==> src/shared/smd_pkg.sv <==
// constants, types and register map of the strap mode decoder
package smd_pkg;

   // timing
   localparam int unsigned CLOCK_MHZ = 100;
   localparam int unsigned PROBE_TIME_NS = 1000;
   localparam int unsigned PROBE_CYCLES = (PROBE_TIME_NS * CLOCK_MHZ) / 1000;
   localparam int unsigned PROBE_CNT_W = 8;
   localparam logic [PROBE_CNT_W-1:0] PROBE_LAST = PROBE_CNT_W'(PROBE_CYCLES - 1);
   localparam logic [1:0] STABLE_AGREE = 2'h2;

   // strap pin positions
   localparam int unsigned NUM_STRAPS = 4;
   localparam int unsigned PIN_MODE = 0;
   localparam int unsigned PIN_AMPL = 1;
   localparam int unsigned PIN_EDGE = 2;
   localparam int unsigned PIN_CAL = 3;
   // pull held on each pin while it serves the serial interface
   localparam logic [NUM_STRAPS-1:0] SERIAL_PULL_UP = 4'h8;

   // register bus
   localparam int unsigned ADDR_W = 8;
   localparam int unsigned DATA_W = 32;
   localparam logic [ADDR_W-1:0] REG_STATUS = 8'h00;
   localparam logic [ADDR_W-1:0] REG_CONTROL = 8'h04;
   localparam logic [ADDR_W-1:0] REG_STRAPS = 8'h08;
   localparam logic [ADDR_W-1:0] REG_EVENTS = 8'h0c;

   // field positions
   localparam int unsigned STATUS_CFG_LSB = 0;
   localparam int unsigned STATUS_VALID_BIT = 8;
   localparam int unsigned STATUS_SERIAL_BIT = 9;
   localparam int unsigned CTRL_APPLY_BIT = 0;
   localparam int unsigned EV_CHANGED_BIT = 0;
   localparam int unsigned EV_AMPL_FLOAT_BIT = 1;
   localparam int unsigned EV_COUNT_LSB = 8;
   localparam int unsigned EV_COUNT_W = 8;

   // reset values
   localparam logic CTRL_APPLY_RESET = 1'b1;

   typedef enum logic [1:0] {
      SMD_STRAP_LOW,
      SMD_STRAP_HIGH,
      SMD_STRAP_FLOAT
   } smd_strap_e;

   typedef struct packed {
      logic ext_mode;
      logic fsr_large;
      logic swing_large;
      logic ddr;
      logic launch_rising;
      logic cal_long;
      logic dual_edge;
   } smd_config_s;

   typedef struct packed {
      logic clk;
      logic data;
      logic select_n;
   } smd_serial_s;

   localparam smd_config_s CONFIG_RESET = '0;
   localparam smd_serial_s SERIAL_IDLE = 3'h1;

endpackage

==> src/hw/smd_sync2.sv <==
// two flip-flop synchroniser for asynchronous pin levels
`timescale 1ns/1ns
`default_nettype none
module smd_sync2 #(
   parameter int unsigned WIDTH = 1
) (
   // clock and reset
   input wire logic i_clock,
   input wire logic i_rstn,
   // levels
   input wire logic [WIDTH-1:0] i_async,
   output logic [WIDTH-1:0] o_sync
);

   logic [WIDTH-1:0] meta_r;
   logic [WIDTH-1:0] sync_r;

   always_ff @(posedge i_clock or negedge i_rstn)
   begin
      if (!i_rstn)
      begin
         meta_r <= '0;
         sync_r <= '0;
      end
      else
      begin
         meta_r <= i_async;
         sync_r <= meta_r;
      end
   end

   assign o_sync = sync_r;

endmodule
`default_nettype wire

==> src/hw/smd_strap_sense.sv <==
// resolves one strap pin into low, high or floating by toggling its weak pull
`timescale 1ns/1ns
`default_nettype none
module smd_strap_sense (
   // clock and reset
   input wire logic i_clock,
   input wire logic i_rstn,
   // probe control
   input wire logic i_tick,
   input wire logic i_pull_up,
   input wire logic i_level,
   // result
   output smd_pkg::smd_strap_e o_state,
   output logic o_valid
);

   logic up_r;
   logic have_up_r;
   logic [1:0] agree_r;
   smd_pkg::smd_strap_e cand_r;
   smd_pkg::smd_strap_e state_r;
   logic valid_r;

   wire pair_done = i_tick && !i_pull_up && have_up_r;
   // pin follows the pull only when nothing drives it
   wire raw_ok = !(!up_r && i_level);
   wire smd_pkg::smd_strap_e raw_state = (up_r && i_level) ? smd_pkg::SMD_STRAP_HIGH :
                                        (!up_r && !i_level) ? smd_pkg::SMD_STRAP_LOW :
                                        smd_pkg::SMD_STRAP_FLOAT;
   wire same = raw_state == cand_r;
   // widened by one bit so a saturated agree count cannot wrap below the threshold
   wire settle = same && (({1'b0, agree_r} + 3'h1) >= {1'b0, smd_pkg::STABLE_AGREE});

   always_ff @(posedge i_clock or negedge i_rstn)
   begin
      if (!i_rstn)
      begin
         up_r <= 1'b0;
         have_up_r <= 1'b0;
      end
      else if (i_tick && i_pull_up)
      begin
         up_r <= i_level;
         have_up_r <= 1'b1;
      end
   end

   // a level is accepted only after agreeing probe pairs, so a bounce never lands
   always_ff @(posedge i_clock or negedge i_rstn)
   begin
      if (!i_rstn)
      begin
         cand_r <= smd_pkg::SMD_STRAP_LOW;
         agree_r <= 2'h0;
      end
      else if (pair_done && raw_ok)
      begin
         cand_r <= raw_state;
         agree_r <= same ? ((agree_r == 2'h3) ? agree_r : agree_r + 2'h1) : 2'h1;
      end
   end

   always_ff @(posedge i_clock or negedge i_rstn)
   begin
      if (!i_rstn)
      begin
         state_r <= smd_pkg::SMD_STRAP_LOW;
         valid_r <= 1'b0;
      end
      else if (pair_done && raw_ok && settle)
      begin
         state_r <= raw_state;
         valid_r <= 1'b1;
      end
   end

   assign o_state = state_r;
   assign o_valid = valid_r;

endmodule
`default_nettype wire

==> src/hw/smd_strap_mode_decoder.sv <==
// strap mode decoder: pin-controlled settings or serial pin reassignment
`timescale 1ns/1ns
`default_nettype none
module smd_strap_mode_decoder (
   // clock and reset
   input wire logic i_clock,
   input wire logic i_rstn,
   // register port
   input wire logic [smd_pkg::ADDR_W-1:0] i_addr,
   input wire logic [smd_pkg::DATA_W-1:0] i_wdata,
   input wire logic i_wr,
   input wire logic i_rd,
   output logic [smd_pkg::DATA_W-1:0] o_rdata,
   // strap pins
   input wire logic [smd_pkg::NUM_STRAPS-1:0] i_strap_pin,
   output logic [smd_pkg::NUM_STRAPS-1:0] o_pull_up,
   // decoded configuration
   output smd_pkg::smd_config_s o_config,
   output logic o_config_valid,
   // serial interface lines
   output smd_pkg::smd_serial_s o_serial,
   output logic o_serial_active
);

   // probe timebase
   logic [smd_pkg::PROBE_CNT_W-1:0] probe_cnt_r;
   logic tick_r;
   logic phase_r;

   always_ff @(posedge i_clock or negedge i_rstn)
   begin
      if (!i_rstn)
      begin
         probe_cnt_r <= '0;
         tick_r <= 1'b0;
      end
      else if (probe_cnt_r == smd_pkg::PROBE_LAST)
      begin
         probe_cnt_r <= '0;
         tick_r <= 1'b1;
      end
      else
      begin
         probe_cnt_r <= probe_cnt_r + 1'b1;
         tick_r <= 1'b0;
      end
   end

   // pull phase flips only on a tick, leaving a full period for the pin to settle
   always_ff @(posedge i_clock or negedge i_rstn)
   begin
      if (!i_rstn)
      begin
         phase_r <= 1'b1;
      end
      else if (tick_r)
      begin
         phase_r <= !phase_r;
      end
   end

   // per-pin synchroniser and three-state sense
   logic [smd_pkg::NUM_STRAPS-1:0] pin_sync;
   logic [smd_pkg::NUM_STRAPS-1:0] pin_valid;
   logic [smd_pkg::NUM_STRAPS-1:0] pull_r;
   smd_pkg::smd_strap_e pin_state [smd_pkg::NUM_STRAPS];
   logic ext_mode_r;

   smd_sync2 #(
      .WIDTH(smd_pkg::NUM_STRAPS)
   ) u_sync (
      .i_clock(i_clock),
      .i_rstn(i_rstn),
      .i_async(i_strap_pin),
      .o_sync(pin_sync)
   );

   genvar gi;
   generate
      for (gi = 0; gi < smd_pkg::NUM_STRAPS; gi = gi + 1)
      begin : g_pin
         // in serial mode the function pins hold a fixed pull and stop probing
         wire serial_pin = ext_mode_r && (gi != smd_pkg::PIN_MODE);

         always_ff @(posedge i_clock or negedge i_rstn)
         begin
            if (!i_rstn)
            begin
               pull_r[gi] <= 1'b1;
            end
            else
            begin
               pull_r[gi] <= serial_pin ? smd_pkg::SERIAL_PULL_UP[gi] : phase_r;
            end
         end

         smd_strap_sense u_sense (
            .i_clock(i_clock),
            .i_rstn(i_rstn),
            .i_tick(tick_r && !serial_pin),
            .i_pull_up(pull_r[gi]),
            .i_level(pin_sync[gi]),
            .o_state(pin_state[gi]),
            .o_valid(pin_valid[gi])
         );
      end
   endgenerate

   assign o_pull_up = pull_r;

   // decode of resolved straps
   wire smd_pkg::smd_strap_e mode_st = pin_state[smd_pkg::PIN_MODE];
   wire smd_pkg::smd_strap_e ampl_st = pin_state[smd_pkg::PIN_AMPL];
   wire smd_pkg::smd_strap_e edge_st = pin_state[smd_pkg::PIN_EDGE];
   wire smd_pkg::smd_strap_e cal_st = pin_state[smd_pkg::PIN_CAL];

   wire mode_float = mode_st == smd_pkg::SMD_STRAP_FLOAT;
   wire pin_ctrl = !mode_float;
   wire fsr_large = pin_ctrl && (mode_st == smd_pkg::SMD_STRAP_HIGH);
   // a floating amplitude strap has no meaning; it falls back to the small swing
   wire swing_large = pin_ctrl && (ampl_st == smd_pkg::SMD_STRAP_HIGH);
   wire ampl_float = pin_ctrl && (ampl_st == smd_pkg::SMD_STRAP_FLOAT);
   wire ddr = pin_ctrl && (edge_st == smd_pkg::SMD_STRAP_FLOAT);
   wire launch_rising = pin_ctrl && !ddr && (edge_st == smd_pkg::SMD_STRAP_HIGH);
   wire cal_long = pin_ctrl && (cal_st == smd_pkg::SMD_STRAP_HIGH);
   wire dual_edge = pin_ctrl && (cal_st == smd_pkg::SMD_STRAP_FLOAT);

   // in serial mode only the mode pin must be settled; the others carry traffic
   wire mode_valid = pin_valid[smd_pkg::PIN_MODE];
   wire all_valid = mode_valid && (mode_float || (&pin_valid));

   smd_pkg::smd_config_s cfg_nxt;
   always_comb
   begin
      cfg_nxt = smd_pkg::CONFIG_RESET;
      cfg_nxt.ext_mode = mode_float;
      cfg_nxt.fsr_large = fsr_large;
      cfg_nxt.swing_large = swing_large;
      cfg_nxt.ddr = ddr;
      cfg_nxt.launch_rising = launch_rising;
      cfg_nxt.cal_long = cal_long;
      cfg_nxt.dual_edge = dual_edge;
   end

   // software-visible control and events
   logic apply_en_r;
   logic ev_changed_r;
   logic ev_ampl_float_r;
   logic [smd_pkg::EV_COUNT_W-1:0] ev_count_r;
   smd_pkg::smd_config_s config_r;
   logic config_valid_r;

   wire wr_control = i_wr && (i_addr == smd_pkg::REG_CONTROL);
   wire wr_events = i_wr && (i_addr == smd_pkg::REG_EVENTS);
   wire clr_changed = wr_events && i_wdata[smd_pkg::EV_CHANGED_BIT];
   wire clr_ampl_float = wr_events && i_wdata[smd_pkg::EV_AMPL_FLOAT_BIT];
   wire apply_now = apply_en_r && all_valid;
   wire cfg_change = apply_now && config_valid_r && (cfg_nxt != config_r);
   wire ampl_float_seen = apply_now && ampl_float;

   always_ff @(posedge i_clock or negedge i_rstn)
   begin
      if (!i_rstn)
      begin
         apply_en_r <= smd_pkg::CTRL_APPLY_RESET;
      end
      else if (wr_control)
      begin
         apply_en_r <= i_wdata[smd_pkg::CTRL_APPLY_BIT];
      end
   end

   // configuration is only replaced as a whole, never field by field
   always_ff @(posedge i_clock or negedge i_rstn)
   begin
      if (!i_rstn)
      begin
         config_r <= smd_pkg::CONFIG_RESET;
         config_valid_r <= 1'b0;
      end
      else if (apply_now)
      begin
         config_r <= cfg_nxt;
         config_valid_r <= 1'b1;
      end
   end

   always_ff @(posedge i_clock or negedge i_rstn)
   begin
      if (!i_rstn)
      begin
         ext_mode_r <= 1'b0;
      end
      else if (mode_valid)
      begin
         ext_mode_r <= mode_float;
      end
   end

   // sticky events: a new event in the clearing cycle survives the clear
   always_ff @(posedge i_clock or negedge i_rstn)
   begin
      if (!i_rstn)
      begin
         ev_changed_r <= 1'b0;
         ev_ampl_float_r <= 1'b0;
         ev_count_r <= '0;
      end
      else
      begin
         ev_changed_r <= cfg_change || (ev_changed_r && !clr_changed);
         ev_ampl_float_r <= ampl_float_seen || (ev_ampl_float_r && !clr_ampl_float);
         if (cfg_change && (ev_count_r != '1))
         begin
            ev_count_r <= ev_count_r + 1'b1;
         end
      end
   end

   // serial lines pass through only while the mode pin floats
   smd_pkg::smd_serial_s serial_r;
   wire serial_active = ext_mode_r && config_valid_r;

   always_ff @(posedge i_clock or negedge i_rstn)
   begin
      if (!i_rstn)
      begin
         serial_r <= smd_pkg::SERIAL_IDLE;
      end
      else if (serial_active)
      begin
         serial_r.clk <= pin_sync[smd_pkg::PIN_AMPL];
         serial_r.data <= pin_sync[smd_pkg::PIN_EDGE];
         serial_r.select_n <= pin_sync[smd_pkg::PIN_CAL];
      end
      else
      begin
         serial_r <= smd_pkg::SERIAL_IDLE;
      end
   end

   // read data
   logic [smd_pkg::DATA_W-1:0] rdata_r;
   logic [smd_pkg::DATA_W-1:0] status_word;
   logic [smd_pkg::DATA_W-1:0] control_word;
   logic [smd_pkg::DATA_W-1:0] straps_word;
   logic [smd_pkg::DATA_W-1:0] events_word;
   logic [smd_pkg::DATA_W-1:0] rd_mux;

   always_comb
   begin
      status_word = '0;
      status_word[smd_pkg::STATUS_CFG_LSB +: $bits(smd_pkg::smd_config_s)] = config_r;
      status_word[smd_pkg::STATUS_VALID_BIT] = config_valid_r;
      status_word[smd_pkg::STATUS_SERIAL_BIT] = serial_active;
      control_word = '0;
      control_word[smd_pkg::CTRL_APPLY_BIT] = apply_en_r;
      straps_word = '0;
      for (int i = 0; i < smd_pkg::NUM_STRAPS; i++)
      begin
         straps_word[2*i +: 2] = pin_state[i];
         straps_word[2*smd_pkg::NUM_STRAPS + i] = pin_valid[i];
      end
      events_word = '0;
      events_word[smd_pkg::EV_CHANGED_BIT] = ev_changed_r;
      events_word[smd_pkg::EV_AMPL_FLOAT_BIT] = ev_ampl_float_r;
      events_word[smd_pkg::EV_COUNT_LSB +: smd_pkg::EV_COUNT_W] = ev_count_r;
   end

   assign rd_mux = (i_addr == smd_pkg::REG_STATUS) ? status_word :
                   (i_addr == smd_pkg::REG_CONTROL) ? control_word :
                   (i_addr == smd_pkg::REG_STRAPS) ? straps_word :
                   (i_addr == smd_pkg::REG_EVENTS) ? events_word : '0;

   // data stand for exactly the cycle after the read strobe
   always_ff @(posedge i_clock or negedge i_rstn)
   begin
      if (!i_rstn)
      begin
         rdata_r <= '0;
      end
      else
      begin
         rdata_r <= i_rd ? rd_mux : '0;
      end
   end

   assign o_rdata = rdata_r;
   assign o_config = config_r;
   assign o_config_valid = config_valid_r;
   assign o_serial = serial_r;
   assign o_serial_active = serial_active;

endmodule
`default_nettype wire

==> config.mk <==
export PLATFORM = sky130hd
export DESIGN_NAME = smd_strap_mode_decoder
export DESIGN_NICKNAME = d
export VERILOG_FILES = /design/src/shared/smd_pkg.sv /design/src/hw/smd_sync2.sv /design/src/hw/smd_strap_sense.sv /design/src/hw/smd_strap_mode_decoder.sv
export SDC_FILE = /design/constraint.sdc
export NUM_CORES = 1
export LEC_CHECK = 0
export BUFFER_PORTS_ARGS = -buffer_cell sky130_fd_sc_hd__buf_2
export CORE_AREA = 10 10 78 129
export CTS_CLUSTER_SIZE = 16
export DETAILED_ROUTE_END_ITERATION = 8
export DIE_AREA = 0 0 88 139
export PLACE_DENSITY = 0.88
export SLEW_MARGIN = 20
export SYNTH_ARGS = -nofsm -noshare
export SYNTH_HDL_FRONTEND = slang
export SYNTH_SLANG_ARGS = --single-unit
==> constraint.sdc <==
create_clock -name i_clock -period 3 [get_ports i_clock]
set_input_delay 0.6 -clock i_clock [delete_from_list [all_inputs] [get_ports i_clock]]
set_output_delay 0.6 -clock i_clock [all_outputs]
set_load 0.005 [all_outputs]
==> reports/results.tsv, run 1 <==
stage	metric	value	unit
outcome	run_status	completed	
logic_synthesis	yosysUniqueCellTypes	59	
cells_and_area	layout_common_cells	89 x dfrtp_1, 48 x buf_2, 32 x nor2_1, 19 x inv_1, 18 x ha_1	
sta	fmax	465	MHz
detailed_routing	via_per_inst	5.52	
power_and_ir_drop	p_clk_share	42.9	%
setup_path	r2r_start	g_pin[0].u_sense.o_state[1]	
floorplanning	std_cell_rows	43	
logic_synthesis	postSynthCellCount	382	
sta	hold_viol	0	
sta	slew_headroom	49.8	%
sta	drv_slew	0	
global_route	gr-usage-all-layers	14.2	%
floorplanning	start_util	55.9	%
sta	rsz0062_at_grt	no	
logic_synthesis	yosys.area.top_type	dfrtp_1	
setup_path	crit_path_end_kind	register	
cts	cts-root-buf	clkbuf_16	
cts	cts_resized	0	
global_route	grt_max_degree	54	
logic_synthesis	synthFlopType	dfrtp_1	
logic_synthesis	ys_seq_area_share	53.9	%
placed_design	dp.cells	511	
cts	tritoncts	done	
cells_and_area	syn2layout_area_growth	11.9	%
logic_synthesis	syn-cell-area	4420	sq um
cells_and_area	num_antenna_cells	0	
global_route	grt_pass1_vias	3017	
placed_design	gp_congestion	0.840	
power_and_ir_drop	pwr-share-seq	54.1	%
floorplanning	die_area	12200	sq um
detailed_routing	ant_nets	0	
cells_and_area	postLayoutCoreUtil	62.5	%
sta	tns	0	ns
logic_synthesis	yosysWarnings	0	
power_and_ir_drop	comb_power_share	3.0	%
logic_synthesis	synth-edff-count	0	
cts	h-tree-depth	3	
floorplanning	die_w	88	um
flow_run	cap_violations	0	
cts	clock-sinks	95	
floorplanning	io_pins	96	
power_and_ir_drop	p_per_area	484	nW/um^2
logic_synthesis	yosysTopAreaCellShare	50.4	%
hold_path	hp-class	in2async	
detailed_routing	dr_total_vias	2906	
setup_path	cp_data_arrival_time	2.38	ns
power_and_ir_drop	p_int	0.00189	W
setup_path	startpoint_type	register	
cells_and_area	fin_cells	526	
cells_and_area	drive_above_1_share	23.6	%
power_and_ir_drop	vdd_drop_max	0.000310	V
cts	cts_setup_buffers	0	
cells_and_area	final_common_cell	dfrtp_1	
power_and_ir_drop	switchingPower	0.000506	W
placed_design	hpwl	6.36	mm
cts	hold_buffers	0	
sta	final.period_utilization	71.7	%
placed_design	numPortBuffers	49	
power_and_ir_drop	leakagePower	2.47	nW
sta	final.min_clock_period	2.15	ns
logic_synthesis	syn_area_per_cell	11.6	sq um
placed_design	dpl_worst_slack	0.763	ns
global_route	grt_pass1_wl	13.8	mm
cts	cts_max_path_buffers	2	
power_and_ir_drop	total_power	0.00239	W
detailed_routing	wire_per_inst	16.2	um
floorplanning	chipHeight	139	um
detailed_routing	drtIter0Drc	118	
cells_and_area	fin_nets	498	
setup_path	cp.required	3.23	ns
setup_path	worst-setup-path-type	reg2reg	
global_route	overflow	0	
setup_path	crit_fanout	11	
cts	clock_latency	0.34	ns
sta	setup_viol	0	
logic_synthesis	yosys_register_bits	95	
detailed_routing	dr.pass1.iters	4	
detailed_routing	wl	8.52	mm
power_and_ir_drop	p_sw_share	21.1	%
logic_synthesis	synth_area_leaders	dfrtp_1 50%, ha_1 5.1%, dfstp_2 3.6%, buf_4 3.4%, mux2i_1 3.2%	
sta	layout_setup_ws	0.848	ns
cts	clk_pin_slew_worst_paths	0.06	ns
detailed_routing	drc	0	
sta	finalClockSkew	0.00451	ns
logic_synthesis	synthArstFlopShare	100	%
global_route	antenna_found_initial	0	
floorplanning	core_area	7910	sq um
sta	tightest_slew	0.743	ns
cts	cts_made_buffers	9	
setup_path	cp-startpoint	g_pin[0].u_sense.o_state[1]	
-- worst paths after layout --
| kind | to | slack, ns | cells after the start |
|---|---|---|---|
| setup reg to reg | ev_count_r[1] | 0.85 | 6 |
| setup / recovery | ev_count_r[1] | 0.85 | 6 |
| hold / removal | o_config[6] | 0.28 | 1 |
| hold reg to reg | u_sync.o_sync[0] | 0.35 | 0 |
| min in group i_clock | u_sync.o_sync[0] | 0.35 | 0 |
| max in group asynchronous | o_pull_up[2] | 2.05 | 2 |
-- registers in the layout, indices dropped and copies added (netlist names), 7 cells and up --
name	cells
g_pin.u_sense.agree_r	8
o_config	7
o_rdata	16
ev_count_r	8
g_pin.u_sense.o_state	8
g_pin.u_sense.cand_r	8
probe_cnt_r	8
-- cell usage after synthesis (all sizes together), types with 3 or more instances --
cell type,instances
mux2i,14
xnor2,13
nand2b,10
nor2,33
and2,5
nor3,8
o21ai,17
or2,6
nand3,9
buf,22
a31oi,4
nand4,7
a21oi,8
dfstp,6
inv,19
clkbuf,5
nand2,18
nor2b,6
nand3b,3
and3,11
ha,18
dfrtp,89
xor2,9
mux2,14
o41ai,3
-- layer usage --
| layer | global-route usage (%) | vias up | share of wire (%) |
|---|---|---|---|
| met4 | 8.09 | 0 | 3.3 |
| met3 | 4.88 | 22 | 8.2 |
| met2 | 24.1 | 96 | 51 |
| met5 | 0 | - | 0 |
| li1 | - | 1374 | - |
| met1 | 14.5 | 1414 | 37 |
-- cell families (layout without fill, tap and decap cells) --
logic type | count (synthesis) | in the layout | share of synthesized area (%)
muxes | 29 | 29 | 7.41
adders and majority gates | 18 | 18 | 5.09
other | 1 | 16 | 0.0848
buffers and inverters | 46 | 85 | 5.80
DFF | 95 | 95 | 53.9
xor gates and xnor gates | 22 | 22 | 4.36
and+or+nand+nor | 125 | 125 | 15.3
AOI/OAI and AO/OA | 46 | 46 | 8.01
-- stage by stage --
stage	hold WS, ns	cell area [sq um]
after CTS	0.311	4950
after global routing	0.335	4950
after floorplan	0.304	4480
after global placement	0.331	4680
final	0.284	4950
after detailed placement	0.336	4680
-- cell type report --
cell class | count | area (sq um)
Clock buffer | 11 | 243
Inverter | 19 | 71.3
Tap cell | 90 | 113
Fill cell | 632 | 2960
Timing Repair Buffer | 51 | 275
Multi-Input combinational cell | 256 | 1840
Sequential cell | 95 | 2380
Clock inverter | 4 | 22.5
-- power by group through the flow --
stage	registers, W	logic [W]	clock network (W)
2_1_floorplan	0.00132	0.0000440	0
3_3_place_gp	0.00132	0.0000712	0
3_5_place_dp	0.00132	0.0000732	0
4_1_cts	0.00129	0.0000736	0.00105
5_1_grt	0.00130	0.0000837	0.00109
6_report	0.00130	0.0000724	0.00103
-- critical path, cell delays in order, from the launching register on --
cell	delay [ns]
dfrtp_1	0.43
nor2b_4	0.35
nor4_1	0.10
o311a_2	0.44
o211ai_4	0.16
and3_4	0.26
mux2_4	0.30
Note: power is estimated with default switching activity, not from simulation.
==> inputs of run 2 (changes only) <==
CORE_AREA = 10 10 80 133   (was 10 10 78 129)
DIE_AREA = 0 0 90 143   (was 0 0 88 139)
PLACE_DENSITY = 0.84   (was 0.88)
clock period = 2.3 ns   (was 3 ns; I/O delays follow)
==> reports/results.tsv, run 2 (synthesis results as in run 1) <==
stage	metric	value	unit	change
global_route	grt_pass1_wl	14.7	mm	+6.2%
floorplanning	chipHeight	143	um	+2.9%
cts	tritoncts	done		
outcome	run_status	completed		
flow_run	cap_violations	0		unchanged
floorplanning	io_pins	96		unchanged
cts	h-tree-depth	3		unchanged
placed_design	hpwl	6.62	mm	+4.1%
sta	hold_slack	0.0629	ns	-0.221 ns
setup_path	cp_data_arrival_time	2.28	ns	-0.10 ns
sta	drv_slew	0		unchanged
cells_and_area	layout_common_cells	89 x dfrtp_1, 48 x buf_2, 32 x nor2_1, 19 x inv_1, 18 x ha_1		
power_and_ir_drop	p_clk_share	45.0	%	+2.1 points
detailed_routing	wire_per_inst	15.8	um	-2.6%
sta	layout_setup_ws	0.242	ns	-0.606 ns
floorplanning	die_w	90	um	+2.3%
setup_path	worst-setup-path-type	reg2reg		
setup_path	startpoint_type	register		
detailed_routing	drc	0		unchanged
setup_path	crit_path_end_kind	register		
cts	cts_max_path_buffers	2		unchanged
cts	hold_buffers	0		unchanged
power_and_ir_drop	comb_power_share	3.0	%	about the same
floorplanning	std_cell_rows	44		+2.3%
setup_path	max_stage_delay	0.44	ns	about the same
power_and_ir_drop	pwr-share-seq	51.9	%	-2.2 points
power_and_ir_drop	p_per_area	642	nW/um^2	+33%
cells_and_area	fin_nets	505		+1.4%
floorplanning	start_util	53.2	%	-2.7 points
setup_path	rr_endpoint	ev_count_r[1]		
setup_path	crit_family	simple AND/OR/NAND/NOR gates		
sta	tightest_slew	0.837	ns	+0.0941 ns
setup_path	crit_path_cell_trace	nor2b_4 -> nor4_1 -> o311a_2 -> o211ai_4 -> and3_4 -> mux2_4		
detailed_routing	dr_total_vias	2989		+2.9%
placed_design	gp_congestion	0.860		+2.5%
cts	cts_made_buffers	9		unchanged
sta	rsz0062_at_grt	no		
sta	setup_viol	0		unchanged
cells_and_area	drive_above_1_share	25.2	%	+1.6 points
hold_path	hp-class	in2async		
sta	final.period_utilization	89.5	%	+18 points
sta	slew_headroom	43.4	%	-6.4 points
setup_path	r2r_start	g_pin[0].u_sense.o_state[1]		
setup_path	r2r_setup_slack	0.24	ns	-0.61 ns
power_and_ir_drop	total_power	0.00325	W	+36%
global_route	antenna_found_initial	0		unchanged
setup_path	cp-startpoint	g_pin[0].u_sense.o_state[1]		
detailed_routing	ant_nets	0		unchanged
setup_path	crit_fanout	11		unchanged
placed_design	dpl_worst_slack	0.266	ns	-0.496 ns
cells_and_area	syn2layout_area_growth	14.5	%	
cts	clk_pin_slew_worst_paths	0.06	ns	about the same
power_and_ir_drop	leakagePower	2.52	nW	+2.3%
setup_path	crit_path_top_delay_cell	o311a_2		
setup_path	rr_worst_depth	6		unchanged
sta	tns	0	ns	unchanged
cts	cts_resized	0		unchanged
power_and_ir_drop	vdd_drop_max	0.000383	V	+24%
setup_path	crit_end	ev_count_r[1]		
setup_path	cp.depth	6		unchanged
placed_design	numPortBuffers	49		unchanged
sta	finalClockSkew	0.00688	ns	+0.00237 ns
power_and_ir_drop	p_sw_share	20.6	%	-0.56 points
global_route	overflow	0		unchanged
global_route	grt_pass1_vias	3134		+3.9%
sta	fmax	486	MHz	+4.6%
floorplanning	die_area	12900	sq um	+5.2%
cells_and_area	final_common_cell	dfrtp_1		
floorplanning	core_area	8310	sq um	+5.1%
detailed_routing	via_per_inst	5.35		-3.2%
power_and_ir_drop	switchingPower	0.000669	W	+32%
sta	final.min_clock_period	2.06	ns	-0.0941 ns
power_and_ir_drop	p_int	0.00258	W	+37%
cells_and_area	postLayoutCoreUtil	60.9	%	-1.6 points
sta	hold_viol	0		unchanged
cts	clock_latency	0.33	ns	about the same
setup_path	cp.required	2.52	ns	-0.71 ns
cts	cts_setup_buffers	0		unchanged
detailed_routing	dr.pass1.iters	4		unchanged
cells_and_area	largest_reg_flops	16		unchanged
cts	cts-root-buf	clkbuf_16		
global_route	grt_max_degree	38		-30%
setup_path	critical_path_buf_inv_count	0		unchanged
global_route	gr-usage-all-layers	14.1	%	-0.16 points
detailed_routing	wl	8.82	mm	+3.5%
detailed_routing	drtIter0Drc	138		+17%
cells_and_area	num_antenna_cells	0		unchanged
cts	clock-sinks	95		unchanged
run 2: changes by cell type in the layout (fill, tap and decap cells not counted):
cell        before  now
buf_4            2    9
bufinv_16        0    1
clkbuf_1         1    0
clkinv_2         3    4
clkinvlp_4       1    0
inv_6            0    1
run 2: how the worst min path moves through the flow:
stage,cells after the start,slack [ns],to
detailed placement,0,0.34,u_sync.o_sync[1]
floorplan,0,0.16,ev_ampl_float_r
global route,1,0.08,o_config[1]
finish,1,0.06,o_config[1]
CTS,1,0.07,o_config[6]
global placement,0,0.33,u_sync.o_sync[1]
run 2: through the flow:
stage / area [sq um] / cells
finish: 5060 / 559
global placement: 4760 / 543
detailed placement: 4760 / 543
floorplan: 4480 / 397
CTS: 5060 / 559
global route: 5060 / 559
run 2: power by group through the flow:
stage	Sequential, W	Combinational, W	Clock (W)
floorplan	0.00172	0.0000574	0
global placement	0.00172	0.0000965	0
detailed placement	0.00172	0.0000989	0
CTS	0.00169	0.0000997	0.00150
global route	0.00169	0.000113	0.00158
finish	0.00169	0.0000983	0.00146
run 2: worst reg2reg max path, stage by stage, from the launching register on:
cell and delay (ns):
dfrtp_1 0.42, nor2b_4 0.35, nor4_1 0.11, o311a_2 0.44, o211ai_4 0.11, and3_4 0.23, mux2_4 0.29
run 2: cell type report:
class	instances	area [sq um]
clock buffers	10	239
well taps	115	144
repair buffers	58	328
flip-flops and latches	95	2380
multi-input cells	256	1840
inverters	19	71.3
clock inverters	6	58.8
fillers	647	3250
run 2: layer usage:
layer  up-vias  GRT usage, %  wire length, um
met2       111          24.2             4600
met4         0          10.3              389
li1       1392             -                -
met3        31          4.09              489
met1      1455          14.3             3340
met5         -             0                0
==> inputs of run 3 (changes only) <==
--- a/config.mk
+++ b/config.mk
@@ -7,8 +7,8 @@
 export LEC_CHECK = 0
 export BUFFER_PORTS_ARGS = -buffer_cell sky130_fd_sc_hd__buf_2
-export CORE_AREA = 10 10 80 133
+export CORE_AREA = 10 10 102 104
 export CTS_CLUSTER_SIZE = 16
 export DETAILED_ROUTE_END_ITERATION = 8
-export DIE_AREA = 0 0 90 143
+export DIE_AREA = 0 0 112 114
 export PLACE_DENSITY = 0.84
 export SLEW_MARGIN = 20
==> constraint.sdc (replaced) <==
create_clock -name i_clock -period 2.3 [get_ports i_clock]
set_input_delay 0.46 -clock i_clock [delete_from_list [all_inputs] [get_ports i_clock]]
set_output_delay 0.46 -clock i_clock [all_outputs]
set_load 0.05 [all_outputs]
==> reports/results.tsv, run 3 (synthesis results as in run 1) <==
stage	metric	value	unit	change
floorplanning	chipHeight	114	um	-20%
cells_and_area	fin_nets	505		unchanged
cells_and_area	postLayoutCoreUtil	58.6	%	-2.3 points
sta	rsz0062_at_grt	no		
cells_and_area	drive_above_1_share	25.0	%	-0.23 points
setup_path	worst-setup-path-type	reg2reg		
placed_design	gp_congestion	0.838		-2.6%
sta	final.period_utilization	94.0	%	+4.5 points
outcome	run_status	completed		
cts	cts-root-buf	clkbuf_8		
power_and_ir_drop	p_per_area	595	nW/um^2	-7.3%
cells_and_area	num_antenna_cells	0		unchanged
detailed_routing	wire_per_inst	15.4	um	-2.2%
global_route	overflow	0		unchanged
placed_design	dp.cells	535		-1.5%
setup_path	crit_fanout	8		-3
setup_path	startpoint_type	register		
sta	drv_slew	0		unchanged
cells_and_area	final_area	4960	sq um	-2.0%
floorplanning	die_area	12800	sq um	-0.79%
cts	clk_pin_slew_worst_paths	0.10	ns	+0.04 ns
detailed_routing	ant_nets	0		unchanged
detailed_routing	drc	0		unchanged
detailed_routing	dr.pass1.iters	4		unchanged
cells_and_area	final_common_cell	dfrtp_1		
power_and_ir_drop	vdd_drop_max	0.000310	V	-19%
sta	tightest_slew	0.731	ns	-0.106 ns
cells_and_area	fin_cells	552		-1.3%
sta	hold_slack	0.195	ns	+0.133 ns
sta	final.min_clock_period	2.16	ns	+0.103 ns
sta	slew_headroom	50.6	%	+7.1 points
cells_and_area	multiInputGateArea	1840	sq um	unchanged
cells_and_area	regArea	2380	sq um	unchanged
detailed_routing	dr_wl_met3	589	um	+20%
setup_path	cp_data_arrival_time	2.42	ns	+0.14 ns
floorplanning	std_cell_rows	34		-23%
detailed_routing	met2_wirelength	4.38	mm	-4.8%
floorplanning	io_pins	96		unchanged
setup_path	cp.required	2.56	ns	+0.04 ns
cts	clock_latency	0.36	ns	+0.03 ns
detailed_routing	wl_met1	3.38	mm	+1.1%
detailed_routing	dr_total_vias	2895		-3.1%
sta	hold_viol	0		unchanged
detailed_routing	drtIter0Drc	97		-30%
cts	cts_max_path_buffers	2		unchanged
global_route	gr-usage-all-layers	13.8	%	-0.29 points
cts	clock-sinks	95		unchanged
sta	setup_viol	0		unchanged
floorplanning	start_util	52.2	%	-0.96 points
sta	fmax	463	MHz	-4.8%
cts	h-tree-depth	3		unchanged
cts	tritoncts	done		
hold_path	hp-class	in2reg		
placed_design	placed_area	4750	sq um	-0.34%
global_route	antenna_found_initial	0		unchanged
global_route	grt_pass1_vias	2985		-4.8%
cells_and_area	layout_common_cells	89 x dfrtp_1, 48 x buf_2, 32 x nor2_1, 19 x inv_1, 18 x ha_1		
detailed_routing	wl	8.52	mm	-3.4%
power_and_ir_drop	leakagePower	2.47	nW	-2.1%
flow_run	cap_violations	0		unchanged
global_route	grt_pass1_wl	14.5	mm	-1.1%
cells_and_area	syn2layout_area_growth	12.3	%	
placed_design	hpwl	6.54	mm	-1.2%
detailed_routing	routed.top_layer	met4		
sta	finalClockSkew	0.0125	ns	+0.00564 ns
placed_design	numPortBuffers	49		unchanged
sta	tns	0	ns	unchanged
floorplanning	core_area	8470	sq um	+1.8%
detailed_routing	via_per_inst	5.24		-1.9%
cells_and_area	largest_reg_flops	16		unchanged
cells_and_area	nFillCells	690		+6.6%
setup_path	crit_path_end_kind	register		
cts	cts_made_buffers	9		unchanged
global_route	grt_max_degree	43		+13%
floorplanning	die_w	112	um	+24%
-- run 3: cell count changes in the layout (fill, tap and decap cells not counted), sizes merged --
cell / delta
clkinv: -2
buf: -1
clkinvlp: +2
dlygate4sd3: +1
-- run 3: final timing paths --
| check | startpoint | cells past startpoint | end | slack (ns) |
|---|---|---|---|---|
| worst max-delay path | g_pin[0].u_sense.o_state[1] | 7 | ev_count_r[1] | 0.14 |
| worst min-delay path | i_strap_pin[2] | 1 | u_sync.meta_r[2] | 0.20 |
| worst max register to register | g_pin[0].u_sense.o_state[1] | 7 | ev_count_r[1] | 0.14 |
| worst min register to register | u_sync.meta_r[0] | 0 | u_sync.o_sync[0] | 0.35 |
| max in group asynchronous | i_rstn | 3 | o_pull_up[3] | 1.04 |
| min in group asynchronous | i_rstn | 2 | o_rdata[0] | 0.53 |
-- run 3: worst max-delay path, cell delays in order, from the launching register on --
cell and delay (ns):
dfrtp_1 0.45, nor2b_4 0.18, buf_4 0.17, o21ai_0 0.35
o311ai_4 0.19, o211ai_4 0.17, and3_4 0.26, mux2_4 0.29
-- run 3: area by class of cell --
class	instances	area share, %
inverter	19	1.44
clock inverter	6	1.36
multi-input combinational	256	37.0
timing repair buffer	58	6.65
clock buffer	10	2.77
sequential	95	48.0
tap	108	2.72
-- run 3: stage by stage --
stage               power, W  setup WS [ns]
finish               0.00296          0.138
global route         0.00307         0.0386
CTS                  0.00298          0.144
detailed placement   0.00187          0.150
global placement     0.00186          0.244
floorplan            0.00183          0.265
-- run 3: timing repair --
item	4_1_cts	5_1_grt
gates resized for setup	0	0
hold buffers	1	0
endpoints found under the setup margin	0	0
buffers inserted	0	0
hold endpoints to repair	24	0
-- run 3: per-layer routing --
layer  global-route usage [%]  up-vias
met3                     4.72       16
met2                     23.2       73
li1                         -     1379
met5                        0        -
met4                     5.58        0
met1                     15.7     1427
-- run 3: report_power, final --
| part | internal (W) | switching [W] | leakage, nW | total, W |
|---|---|---|---|---|
| Combinational | 0.0000323 | 0.000117 | 1.11 | 0.000149 |
| Sequential | 0.00168 | 0.00000598 | 1.26 | 0.00169 |
| Clock | 0.000536 | 0.000585 | 0.0989 | 0.00112 |
| Total | 0.00225 | 0.000708 | 2.47 | 0.00296 |
